[src/dpc_defines.svh]
// constants for the display parameter control block
`ifndef DPC_DEFINES_SVH
`define DPC_DEFINES_SVH

// ****************************************
// instruction word layout (bit n of the word is index 17-n)
// ****************************************
`define DPC_WORD_W 18
`define DPC_OPC_HI 17
`define DPC_OPC_LO 12
`define DPC_OPC_PARAM2 6'h11
`define DPC_OPC_PARAM3 6'h12
`define DPC_P2_ESC_EN 11
`define DPC_P2_ESC_SEL 10
`define DPC_P2_BLINK_EN 9
`define DPC_P2_BLINK 8
`define DPC_P2_EDGE_EN 7
`define DPC_P2_EDGE 6
`define DPC_P2_ROT_EN 5
`define DPC_P2_ROT 4
`define DPC_P2_PEN_EN 3
`define DPC_P2_PEN 2
`define DPC_P2_OFS_EN 1
`define DPC_P2_OFS 0
`define DPC_P3_INT_EN 7
`define DPC_P3_IE_STOP 6
`define DPC_P3_IE_PEN 5
`define DPC_P3_IE_EDGE 4
`define DPC_P3_IE_PB 3

// ****************************************
// register port map
// ****************************************
`define DPC_ADDR_W 4
`define DPC_REG_STATUS1 4'h0
`define DPC_REG_STATUS3 4'h1
`define DPC_REG_SKIP_EDGE 4'h2
`define DPC_REG_SKIP_PEN 4'h3
`define DPC_REG_FLAG_CLR 4'h4
`define DPC_REG_CONFIG 4'h5
`define DPC_ST1_ROT 0
`define DPC_ST1_BLINK 1
`define DPC_ST1_OFS 2
`define DPC_ST1_ESC 3
`define DPC_ST1_EDGE_EN 4
`define DPC_ST1_PEN_EN 5
`define DPC_FLAG_STOP 0
`define DPC_FLAG_PEN 1
`define DPC_FLAG_EDGE 2
`define DPC_FLAG_PB 3

// ****************************************
// characters, interrupt service and timing
// ****************************************
`define DPC_ESC_CHAR 7'h7D
`define DPC_CR_CHAR 7'h0D
`define DPC_INT_LEVEL 2'h2
`define DPC_TRAP_ADDR 8'h2C
`define DPC_CLK_NS 100
`define DPC_INTENS_NS 250
`define DPC_FETCH_NS 500
`define DPC_SETTLE_US 20
`define DPC_BLINK_MS 125
`define DPC_INTENS_CYC ((`DPC_INTENS_NS + `DPC_CLK_NS - 1) / `DPC_CLK_NS)
`define DPC_FETCH_CYC (`DPC_FETCH_NS / `DPC_CLK_NS)
`define DPC_SETTLE_CYC ((`DPC_SETTLE_US * 1000 + `DPC_CLK_NS - 1) / `DPC_CLK_NS)
`define DPC_BLINK_CYC ((`DPC_BLINK_MS * 1000000) / `DPC_CLK_NS)

`endif

[src/dpc_pkg.sv]
// types for the display parameter control block
package dpc_pkg;

    typedef enum logic [1:0] {
        PT_IDLE,
        PT_INTENS,
        PT_FETCH
    } point_phase_t;

    typedef struct packed {
        logic esc_sel;
        logic blink;
        logic edge_en;
        logic rotate;
        logic pen_en;
        logic offset;
        logic [3:0] int_en;
        logic [3:0] flags;
        logic halt;
        logic irq;
        logic pen_pend;
        logic [2:0] pen_sync;
        logic pen_level;
        logic string_end;
        logic beam_blank;
        logic skip_draw;
        logic settle_busy;
        logic [7:0] settle_cnt;
        logic [20:0] blink_cnt;
        logic blink_phase;
        logic visible;
        point_phase_t pt_phase;
        logic [2:0] pt_cnt;
        logic intensify;
        logic fetch_req;
        logic [7:0] rdata;
    } dpc_state_t;

endpackage

[src/display_parameter_control.sv]
// parameter-2/3 decode, flags, blink and edge handling of the display processor
`include "dpc_defines.svh"
`timescale 1ns/1ns
`default_nettype none

module display_parameter_control
    import dpc_pkg::*;
#(
    parameter int BLINK_HALF_CYC = `DPC_BLINK_CYC
) (
    // clock and reset
    input wire logic clk_sys,
    input wire logic rst,
    // display-file words
    input wire logic instr_valid,
    input wire logic [`DPC_WORD_W-1:0] instr_word,
    // character string stream
    input wire logic char_valid,
    input wire logic [6:0] char_code,
    output logic string_end,
    // vector generator
    input wire logic vec_valid,
    input wire logic vec_start_out,
    input wire logic vec_end_out,
    input wire logic vec_beyond_area,
    output logic beam_blank,
    output logic skip_draw,
    output logic settle_busy,
    // point timing
    input wire logic point_start,
    output logic point_intensify,
    output logic fetch_req,
    // flag sources
    input wire logic light_pen_pin,
    input wire logic stop_event,
    input wire logic pushbutton_event,
    // drawing attributes
    output logic blink_on,
    output logic blink_visible,
    output logic rotate_on,
    output logic offset_on,
    output logic halt,
    // host interrupt request
    output logic int_request,
    output logic [1:0] int_level,
    output logic [7:0] int_trap_addr,
    // register port
    input wire logic [`DPC_ADDR_W-1:0] reg_addr,
    input wire logic [7:0] reg_wdata,
    input wire logic reg_wr,
    input wire logic reg_rd,
    output logic [7:0] reg_rdata
);

    // ****************************************
    // constants
    // ****************************************
    localparam logic [2:0] INTENS_CYC = 3'(`DPC_INTENS_CYC);
    localparam logic [2:0] FETCH_CYC = 3'(`DPC_FETCH_CYC);
    localparam logic [7:0] SETTLE_CYC = 8'(`DPC_SETTLE_CYC);
    localparam logic [20:0] BLINK_HALF = 21'(BLINK_HALF_CYC);

    dpc_state_t cur_ff;
    dpc_state_t nxt_st;
    logic is_p2;
    logic is_p3;
    logic pen_hit;
    logic [3:0] raise;
    logic [3:0] clr_mask;

    // ****************************************
    // next state
    // ****************************************
    always_comb begin
        nxt_st = cur_ff;
        is_p2 = instr_valid && (instr_word[`DPC_OPC_HI:`DPC_OPC_LO] == `DPC_OPC_PARAM2);
        is_p3 = instr_valid && (instr_word[`DPC_OPC_HI:`DPC_OPC_LO] == `DPC_OPC_PARAM3);
        raise = 4'h0;
        clr_mask = 4'h0;

        // parameter 2 fields
        if (is_p2) begin
            if (instr_word[`DPC_P2_ESC_EN]) begin
                nxt_st.esc_sel = instr_word[`DPC_P2_ESC_SEL];
            end
            if (instr_word[`DPC_P2_BLINK_EN]) begin
                nxt_st.blink = instr_word[`DPC_P2_BLINK];
            end
            if (instr_word[`DPC_P2_EDGE_EN]) begin
                nxt_st.edge_en = instr_word[`DPC_P2_EDGE];
            end
            if (instr_word[`DPC_P2_ROT_EN]) begin
                nxt_st.rotate = instr_word[`DPC_P2_ROT];
            end
            if (instr_word[`DPC_P2_PEN_EN]) begin
                nxt_st.pen_en = instr_word[`DPC_P2_PEN];
            end
            if (instr_word[`DPC_P2_OFS_EN]) begin
                nxt_st.offset = instr_word[`DPC_P2_OFS];
            end
        end

        // parameter 3 interrupt enables
        if (is_p3 && instr_word[`DPC_P3_INT_EN]) begin
            nxt_st.int_en[`DPC_FLAG_STOP] = instr_word[`DPC_P3_IE_STOP];
            nxt_st.int_en[`DPC_FLAG_PEN] = instr_word[`DPC_P3_IE_PEN];
            nxt_st.int_en[`DPC_FLAG_EDGE] = instr_word[`DPC_P3_IE_EDGE];
            nxt_st.int_en[`DPC_FLAG_PB] = instr_word[`DPC_P3_IE_PB];
        end

        // string termination
        nxt_st.string_end = char_valid && ((char_code == `DPC_ESC_CHAR)
            || (cur_ff.esc_sel && (char_code == `DPC_CR_CHAR)));

        // vector edge handling
        if (vec_valid) begin
            nxt_st.beam_blank = vec_start_out || vec_end_out;
            nxt_st.skip_draw = vec_start_out && vec_end_out;
            if (vec_start_out && !vec_end_out) begin
                nxt_st.settle_busy = 1'b1;
                nxt_st.settle_cnt = SETTLE_CYC;
            end
            if (cur_ff.edge_en && vec_beyond_area) begin
                raise[`DPC_FLAG_EDGE] = 1'b1;
            end
        end else if (cur_ff.settle_busy) begin
            nxt_st.settle_cnt = cur_ff.settle_cnt - 8'h01;
            if (cur_ff.settle_cnt == 8'h01) begin
                nxt_st.settle_busy = 1'b0;
            end
        end

        // light pen: synchronise, catch hit, raise flag one cycle later if enabled
        nxt_st.pen_sync = {cur_ff.pen_sync[1:0], light_pen_pin};
        if (cur_ff.pen_sync[2] == cur_ff.pen_sync[1]) begin
            nxt_st.pen_level = cur_ff.pen_sync[2];
        end
        pen_hit = nxt_st.pen_level && !cur_ff.pen_level;
        if (pen_hit) begin
            nxt_st.pen_pend = 1'b1;
        end
        if (cur_ff.pen_pend) begin
            nxt_st.pen_pend = pen_hit;
            raise[`DPC_FLAG_PEN] = cur_ff.pen_en;
        end

        raise[`DPC_FLAG_STOP] = stop_event;
        raise[`DPC_FLAG_PB] = pushbutton_event;

        // point intensify and fetch window
        nxt_st.intensify = 1'b0;
        nxt_st.fetch_req = 1'b0;
        unique case (cur_ff.pt_phase)
            PT_IDLE: begin
                if (point_start) begin
                    nxt_st.pt_phase = PT_INTENS;
                    nxt_st.pt_cnt = INTENS_CYC;
                    nxt_st.intensify = 1'b1;
                end
            end
            PT_INTENS: begin
                nxt_st.pt_cnt = cur_ff.pt_cnt - 3'h1;
                nxt_st.intensify = (cur_ff.pt_cnt != 3'h1);
                if (cur_ff.pt_cnt == 3'h1) begin
                    nxt_st.pt_phase = PT_FETCH;
                    nxt_st.pt_cnt = FETCH_CYC;
                    nxt_st.fetch_req = 1'b1;
                end
            end
            PT_FETCH: begin
                nxt_st.pt_cnt = cur_ff.pt_cnt - 3'h1;
                if (cur_ff.pt_cnt == 3'h1) begin
                    nxt_st.pt_phase = PT_IDLE;
                end
            end
        endcase

        // blink oscillator
        if (cur_ff.blink_cnt == 21'h000000) begin
            nxt_st.blink_cnt = BLINK_HALF - 21'h000001;
            nxt_st.blink_phase = !cur_ff.blink_phase;
        end else begin
            nxt_st.blink_cnt = cur_ff.blink_cnt - 21'h000001;
        end
        nxt_st.visible = !nxt_st.blink || nxt_st.blink_phase;

        // host flag clear, set wins over clear
        if (reg_wr && (reg_addr == `DPC_REG_FLAG_CLR)) begin
            clr_mask = reg_wdata[3:0];
        end
        nxt_st.flags = (cur_ff.flags & ~clr_mask) | raise;
        nxt_st.halt = nxt_st.flags[`DPC_FLAG_STOP] || nxt_st.flags[`DPC_FLAG_PEN]
            || nxt_st.flags[`DPC_FLAG_EDGE];
        nxt_st.irq = |(nxt_st.flags & nxt_st.int_en);

        // register writes steering the block
        if (reg_wr && (reg_addr == `DPC_REG_CONFIG)) begin
            nxt_st.esc_sel = reg_wdata[`DPC_ST1_ESC];
            nxt_st.blink = reg_wdata[`DPC_ST1_BLINK];
            nxt_st.rotate = reg_wdata[`DPC_ST1_ROT];
            nxt_st.offset = reg_wdata[`DPC_ST1_OFS];
            nxt_st.edge_en = reg_wdata[`DPC_ST1_EDGE_EN];
            nxt_st.pen_en = reg_wdata[`DPC_ST1_PEN_EN];
        end

        // register reads
        nxt_st.rdata = 8'h00;
        if (reg_rd) begin
            unique case (reg_addr)
                `DPC_REG_STATUS1, `DPC_REG_CONFIG: begin
                    nxt_st.rdata[`DPC_ST1_ROT] = cur_ff.rotate;
                    nxt_st.rdata[`DPC_ST1_BLINK] = cur_ff.blink;
                    nxt_st.rdata[`DPC_ST1_OFS] = cur_ff.offset;
                    nxt_st.rdata[`DPC_ST1_ESC] = cur_ff.esc_sel;
                    nxt_st.rdata[`DPC_ST1_EDGE_EN] = cur_ff.edge_en;
                    nxt_st.rdata[`DPC_ST1_PEN_EN] = cur_ff.pen_en;
                end
                `DPC_REG_STATUS3: begin
                    nxt_st.rdata = {cur_ff.int_en, cur_ff.flags};
                end
                `DPC_REG_SKIP_EDGE: begin
                    nxt_st.rdata[0] = cur_ff.flags[`DPC_FLAG_EDGE];
                end
                `DPC_REG_SKIP_PEN: begin
                    nxt_st.rdata[0] = cur_ff.flags[`DPC_FLAG_PEN];
                end
                default: begin
                    nxt_st.rdata = 8'h00;
                end
            endcase
        end
    end

    // ****************************************
    // state register
    // ****************************************
    always_ff @(posedge clk_sys or posedge rst) begin
        if (rst) begin
            cur_ff <= '0;
        end else begin
            cur_ff <= nxt_st;
        end
    end

    // ****************************************
    // outputs
    // ****************************************
    assign string_end = cur_ff.string_end;
    assign beam_blank = cur_ff.beam_blank;
    assign skip_draw = cur_ff.skip_draw;
    assign settle_busy = cur_ff.settle_busy;
    assign point_intensify = cur_ff.intensify;
    assign fetch_req = cur_ff.fetch_req;
    assign blink_on = cur_ff.blink;
    assign blink_visible = cur_ff.visible;
    assign rotate_on = cur_ff.rotate;
    assign offset_on = cur_ff.offset;
    assign halt = cur_ff.halt;
    assign int_request = cur_ff.irq;
    assign int_level = `DPC_INT_LEVEL;
    assign int_trap_addr = `DPC_TRAP_ADDR;
    assign reg_rdata = cur_ff.rdata;

endmodule

`default_nettype wire

[config.mk]
export PLATFORM = sky130hd
export DESIGN_NAME = display_parameter_control
export DESIGN_NICKNAME = d
export VERILOG_FILES = /design/src/dpc_pkg.sv /design/src/display_parameter_control.sv
export VERILOG_INCLUDE_DIRS = /design/src
export SDC_FILE = /design/constraint.sdc
export NUM_CORES = 1
export LEC_CHECK = 0
export BUFFER_PORTS_ARGS = -buffer_cell sky130_fd_sc_hd__buf_2
export CAP_MARGIN = 10
export CORE_AREA = 2 2 93 95
export CTS_CLUSTER_DIAMETER = 50
export DETAILED_ROUTE_END_ITERATION = 10
export DIE_AREA = 0 0 95 97
export PLACE_DENSITY_LB_ADDON = 0.2
export SYNTH_ARGS = -nofsm -noshare
export SYNTH_HDL_FRONTEND = slang
export SYNTH_SLANG_ARGS = --single-unit
[constraint.sdc]
create_clock -name clk_sys -period 1.85 [get_ports clk_sys]
set_clock_uncertainty 0.1 [all_clocks]
set_input_delay 0.0925 -clock clk_sys [delete_from_list [all_inputs] [get_ports clk_sys]]
set_output_delay 0.0925 -clock clk_sys [all_outputs]
set_load 0.02 [all_outputs]
==> summary.md <==
| Metric | Value |
|---|---|
| Seq cells post-synth | `71` |
| Worst-path maximum fanout | `5` |
| Sequential element share of the synthesized area | `49.8%` |
| Sequential Area | `roughly 1800 um2` |
| Worst Setup Start Kind | `register` |
| Vias in the first global route | `2832` |
| Top post-synthesis cells by area | `dfrtp_1 (50%), nand2_1 (4.0%), buf_4 (3.8%)` |
| Worst slew slack as a fraction of its limit | `65.4%` |
| Post-route cell area | `4760 um2` |
| Number of non-filler instances in the completed layout | `590` |
| Avg Synthesized Cell Area | `10.1 um2` |
| Final RePlAce weighted congestion | `just under 0.8` |
| Global router's overall resource usage | `17.5%` |
| Type of the tightest min-delay check | `in2reg` |
| WHS Endpoint | `blink_visible$_DFF_PP0_` |
| List of cells traversed by the critical path | `or4_4 -> nor2_1 -> or4b_1 -> a21oi_1` |
| Synthesized cell area | `approximately 3600 um2` |
| Grt ovf | `0` |
| Final Routed Wirelength | `7920 um` |
| Number of distinct standard cells referenced by the synthesized netlist | `52` |
| Number of max-capacitance violations reported | `0` |
| Clk pin slew, worst setup/hold paths | `0.08 ns` |
| Arrival time reported for the critical path endpoint | `2.03 ns` |
| Number of levels the H-tree was split into | `3` |
| DRT antenna net count | `0` |
| Critical path's slowest cell | `or4_4` |
| Fill cell count | `around 700` |
| Detailed placement HPWL | `roughly 5400 um` |
| Die span in y | `97 um` |
| Clock Sink Count | `71` |
| Crit Path Class | `reg2reg` |
| Clock root cell | `clkbuf_8` |
| Post-route DRC | `0` |
| Starting density of the core | `approximately 44%` |
| Crit-path max cell delay | `0.58 ns` |
| Die ar. | `9220 um2` |
| Total area of multi-input combinational cells | `between 1500 and 2000 um2` |
| Crit path depth | `4` |
| Power spent charging and discharging nets | `1.24 mW` |
| Static power due to leakage | `between 2 and 2.5 nW` |
| Switching power share of the total | `30.9%` |
| WHS Path Cells | `3` |
| Maximum frequency from static timing analysis | `540 MHz` |
| Family of cells with the greatest summed delay on the critical path | `simple AND/OR/NAND/NOR gates` |
| Dpl ws | `-0.0321 ns` |
| Clk pwr share | `29.9%` |
| Startpoint of the worst register-to-register path | `cur_ff[24]$_DFF_PP0_` |
| I/O Pins | `81` |
| EDFF count, synth | `0` |
| FP Rows | `33` |
| Count of mapped cells out of synthesis | `353` |
| Clock buffers created by TritonCTS | `9` |
| Drt first-iter violations | `132` |
| First-pass DRT Iterations | `4` |
| Violations in the final reports | `negative setup slack` |
| Port Buffers | `68` |
| Period minus WS final | `roughly 1.9 ns` |
| Placeable core region | `8130 um2` |
| Routed WL per cell | `13.4 um` |
| Number of antenna violations at the first check in global routing | `0` |
| Antenna diode count | `0` |
| Status | `finished with violations` |
| Internal power | `2.79 mW` |
| Total number of vias | `3033` |
| Global-route wire length before repair | `12700 um` |
| Required time at the worst-slack endpoint | `between 2 and 2.5 ns` |
| Yosys top cell by area | `dfrtp_1` |
| Final worst-path setup slack | `-0.00151 ns` |
| Yosys warnings | `0` |
| Capturing element type of the critical path | `register` |
| Area Growth Syn to Fin | `33.5%` |
| Area after DPL | `4190 um2` |
| Destination of the worst register-to-register timing path | `cur_ff[28]$_DFF_PP0_` |
| Source-to-sink clock delay at the later pin of the worst-skew pair | `0.35 ns` |
| Ratio of cells with drive above 1 in the final layout | `a little under a third` |
| Hold Violations, Final | `0` |
| Mean number of vias per cell | `5.14` |
| FF-to-FF setup slack | `-0.002 ns` |
| Clock tree from TritonCTS | `done` |
| Peak supply drop | `0.401 mV` |
| Number of cells on the worst reg-to-reg path | `4` |
| Unrepaired setup endpoints after global routing | `true` |
| Final Setup Violations | `1` |
| Startpoint of the lowest-slack hold path | `instr_word[8]` |
| Fraction of synthesis flops using an asynchronous set or reset pin | `100%` |
| Max-slew violation total from the final report | `0` |
| Horizontal die dimension | `approximately 95 um` |
| # nets final | `between 500 and 600` |
| Max clock buf depth | `2` |
| Number of placed cells counting well taps | `543` |
| Pwr dens | `848 nW/um2` |
| Buffers & Inverters on Critical Path | `0` |
| Final Cycle Share | `100%` |
| Sequential power share | `46.9%` |
| Portion of synthesized cell area occupied by the leading cell type | `around half` |
| Largest net degree at the start of global routing | `72` |
| Share of power burned in combinational logic | `23.2%` |
| Transition at the pin with the smallest max-transition slack | `0.515 ns` |
| Ys flop type | `dfrtp_1` |
## synth_stat cells (5+ instances only)
cell      instances
xor2_1            6
a21oi_1          11
nor2_1           26
nor4_1            5
nand3_1          12
o31ai_1           5
nand2b_1          6
buf_4            18
nor3_1            8
mux2i_1           8
inv_1            19
nand4_1           7
ha_1              9
o21ai_0          19
xnor2_1           7
a22o_1            7
nand2_1          38
nor2b_1           5
dfrtp_1          71
## per-stage QoR
| step | utilization [%] | power [mW] | setup TNS, ns | hold slack [ns] |
|---|---|---|---|---|
| after floorplan | - | 2.54 | 0 | 0.0239 |
| after global placement | 51.5 | 2.76 | -0.0220 | 0.104 |
| after detailed placement | 51.5 | 2.79 | -0.0499 | 0.102 |
| after CTS | 57.7 | 4.08 | -0.00312 | 0.0104 |
| after global routing | 58.5 | 4.29 | -0.159 | 0.0161 |
| final | 58.5 | 4.03 | -0.00151 | 0.0161 |
## cell type report
cell class	instances	share of cell area [%]
clock buffer	10	2.68
inverter	19	1.58
sequential	71	37.4
timing repair buffer	132	19.0
multi-input combinational	247	35.3
clock inverter	6	1.29
tap	105	2.76
## per-layer routing
| layer | track usage, % | wire [um] | up-vias |
|---|---|---|---|
| met3 | 2.96 | 371 | 17 |
| met2 | 27.2 | 3670 | 90 |
| li1 | - | - | 1484 |
| met1 | 23.3 | 3660 | 1442 |
| met4 | 8.81 | 214 | 0 |
| met5 | 0 | 0 | - |
## state kept, by name, indices dropped and copies added, names as in the netlist
name,flops
fetch_req,1
halt,1
point_intensify,1
int_request,1
settle_busy,1
string_end,1
skip_draw,1
reg_rdata,8
cur_ff,51
offset_on,1
blink_on,1
rotate_on,1
beam_blank,1
blink_visible,1
## worst register-to-register path, delay by kind of cell, from the launching register on
family             cells  cell delay [ns]
AOI/OAI and AO/OA      1             0.15
and+or+nand+nor        3             1.10
DFF                    1             0.43
## cells in the final DEF (no fill, tap or decap), types with 3 or more instances in the layout
cell           count
ha_1               8
clkbuf_8           9
o31ai_1            5
mux2_2             4
xor2_1             6
dfrtp_1           70
clkinv_2           3
a21bo_2            3
inv_1             16
buf_2             68
mux2i_1            8
o21ai_0           19
nor4_2             3
buf_4             34
nand2b_1           6
a22o_1             7
a41oi_1            3
nor2b_1            5
conb_1            10
dlygate4sd3_1     29
nor3_1             7
nand4_1            7
xnor2_1            7
or4_1              3
nor2_1            26
nor3_2             3
a21oi_1           11
nand2_1           38
nand3_1           11
nor4b_1            3
## worst max-delay path by stage
stage	from	to	slack (ns)
2_1_floorplan	cur_ff[17]$_DFF_PP0_	cur_ff[31]$_DFF_PP0_	0.02
3_5_place_dp	cur_ff[18]$_DFF_PP0_	cur_ff[29]$_DFF_PP0_	-0.03
6_report	cur_ff[24]$_DFF_PP0_	cur_ff[28]$_DFF_PP0_	-0.002
3_3_place_gp	cur_ff[18]$_DFF_PP0_	cur_ff[29]$_DFF_PP0_	-0.02
4_1_cts	cur_ff[24]$_DFF_PP0_	cur_ff[32]$_DFF_PP0_	-0.003
5_1_grt	cur_ff[24]$_DFF_PP0_	cur_ff[32]$_DFF_PP0_	-0.07
## power groups by stage
stage / logic, mW / registers, mW / clock network (mW)
after floorplan: 0.596 / 1.95 / 0
after global placement: 0.850 / 1.91 / 0
after detailed placement: 0.870 / 1.92 / 0
after CTS: 0.940 / 1.89 / 1.25
after global routing: 1.05 / 1.92 / 1.32
final: 0.936 / 1.89 / 1.21
## cell families (layout without fill, tap and decap cells)
logic type	after synthesis	after routing	synth area share [%]
flops	71	71	49.8
other cells	2	10	0.211
mux	12	12	3.51
compound gates	61	61	11.6
fa+ha+maj	10	10	3.44
buf+inv	43	167	6.49
simple gates	141	141	21.7
xor+xnor	13	13	3.19
## timing repair
| action | 4_1_cts | 5_1_grt |
|---|---|---|
| endpoints found under the hold margin | 90 | 0 |
| pin swaps | 1 | 3 |
| setup buffers | 0 | 2 |
| setup endpoints to repair | 4 | 17 |
| resized for setup | 4 | 10 |
| hold buffers | 29 | 0 |
Power figures use the tool's default switching activity.
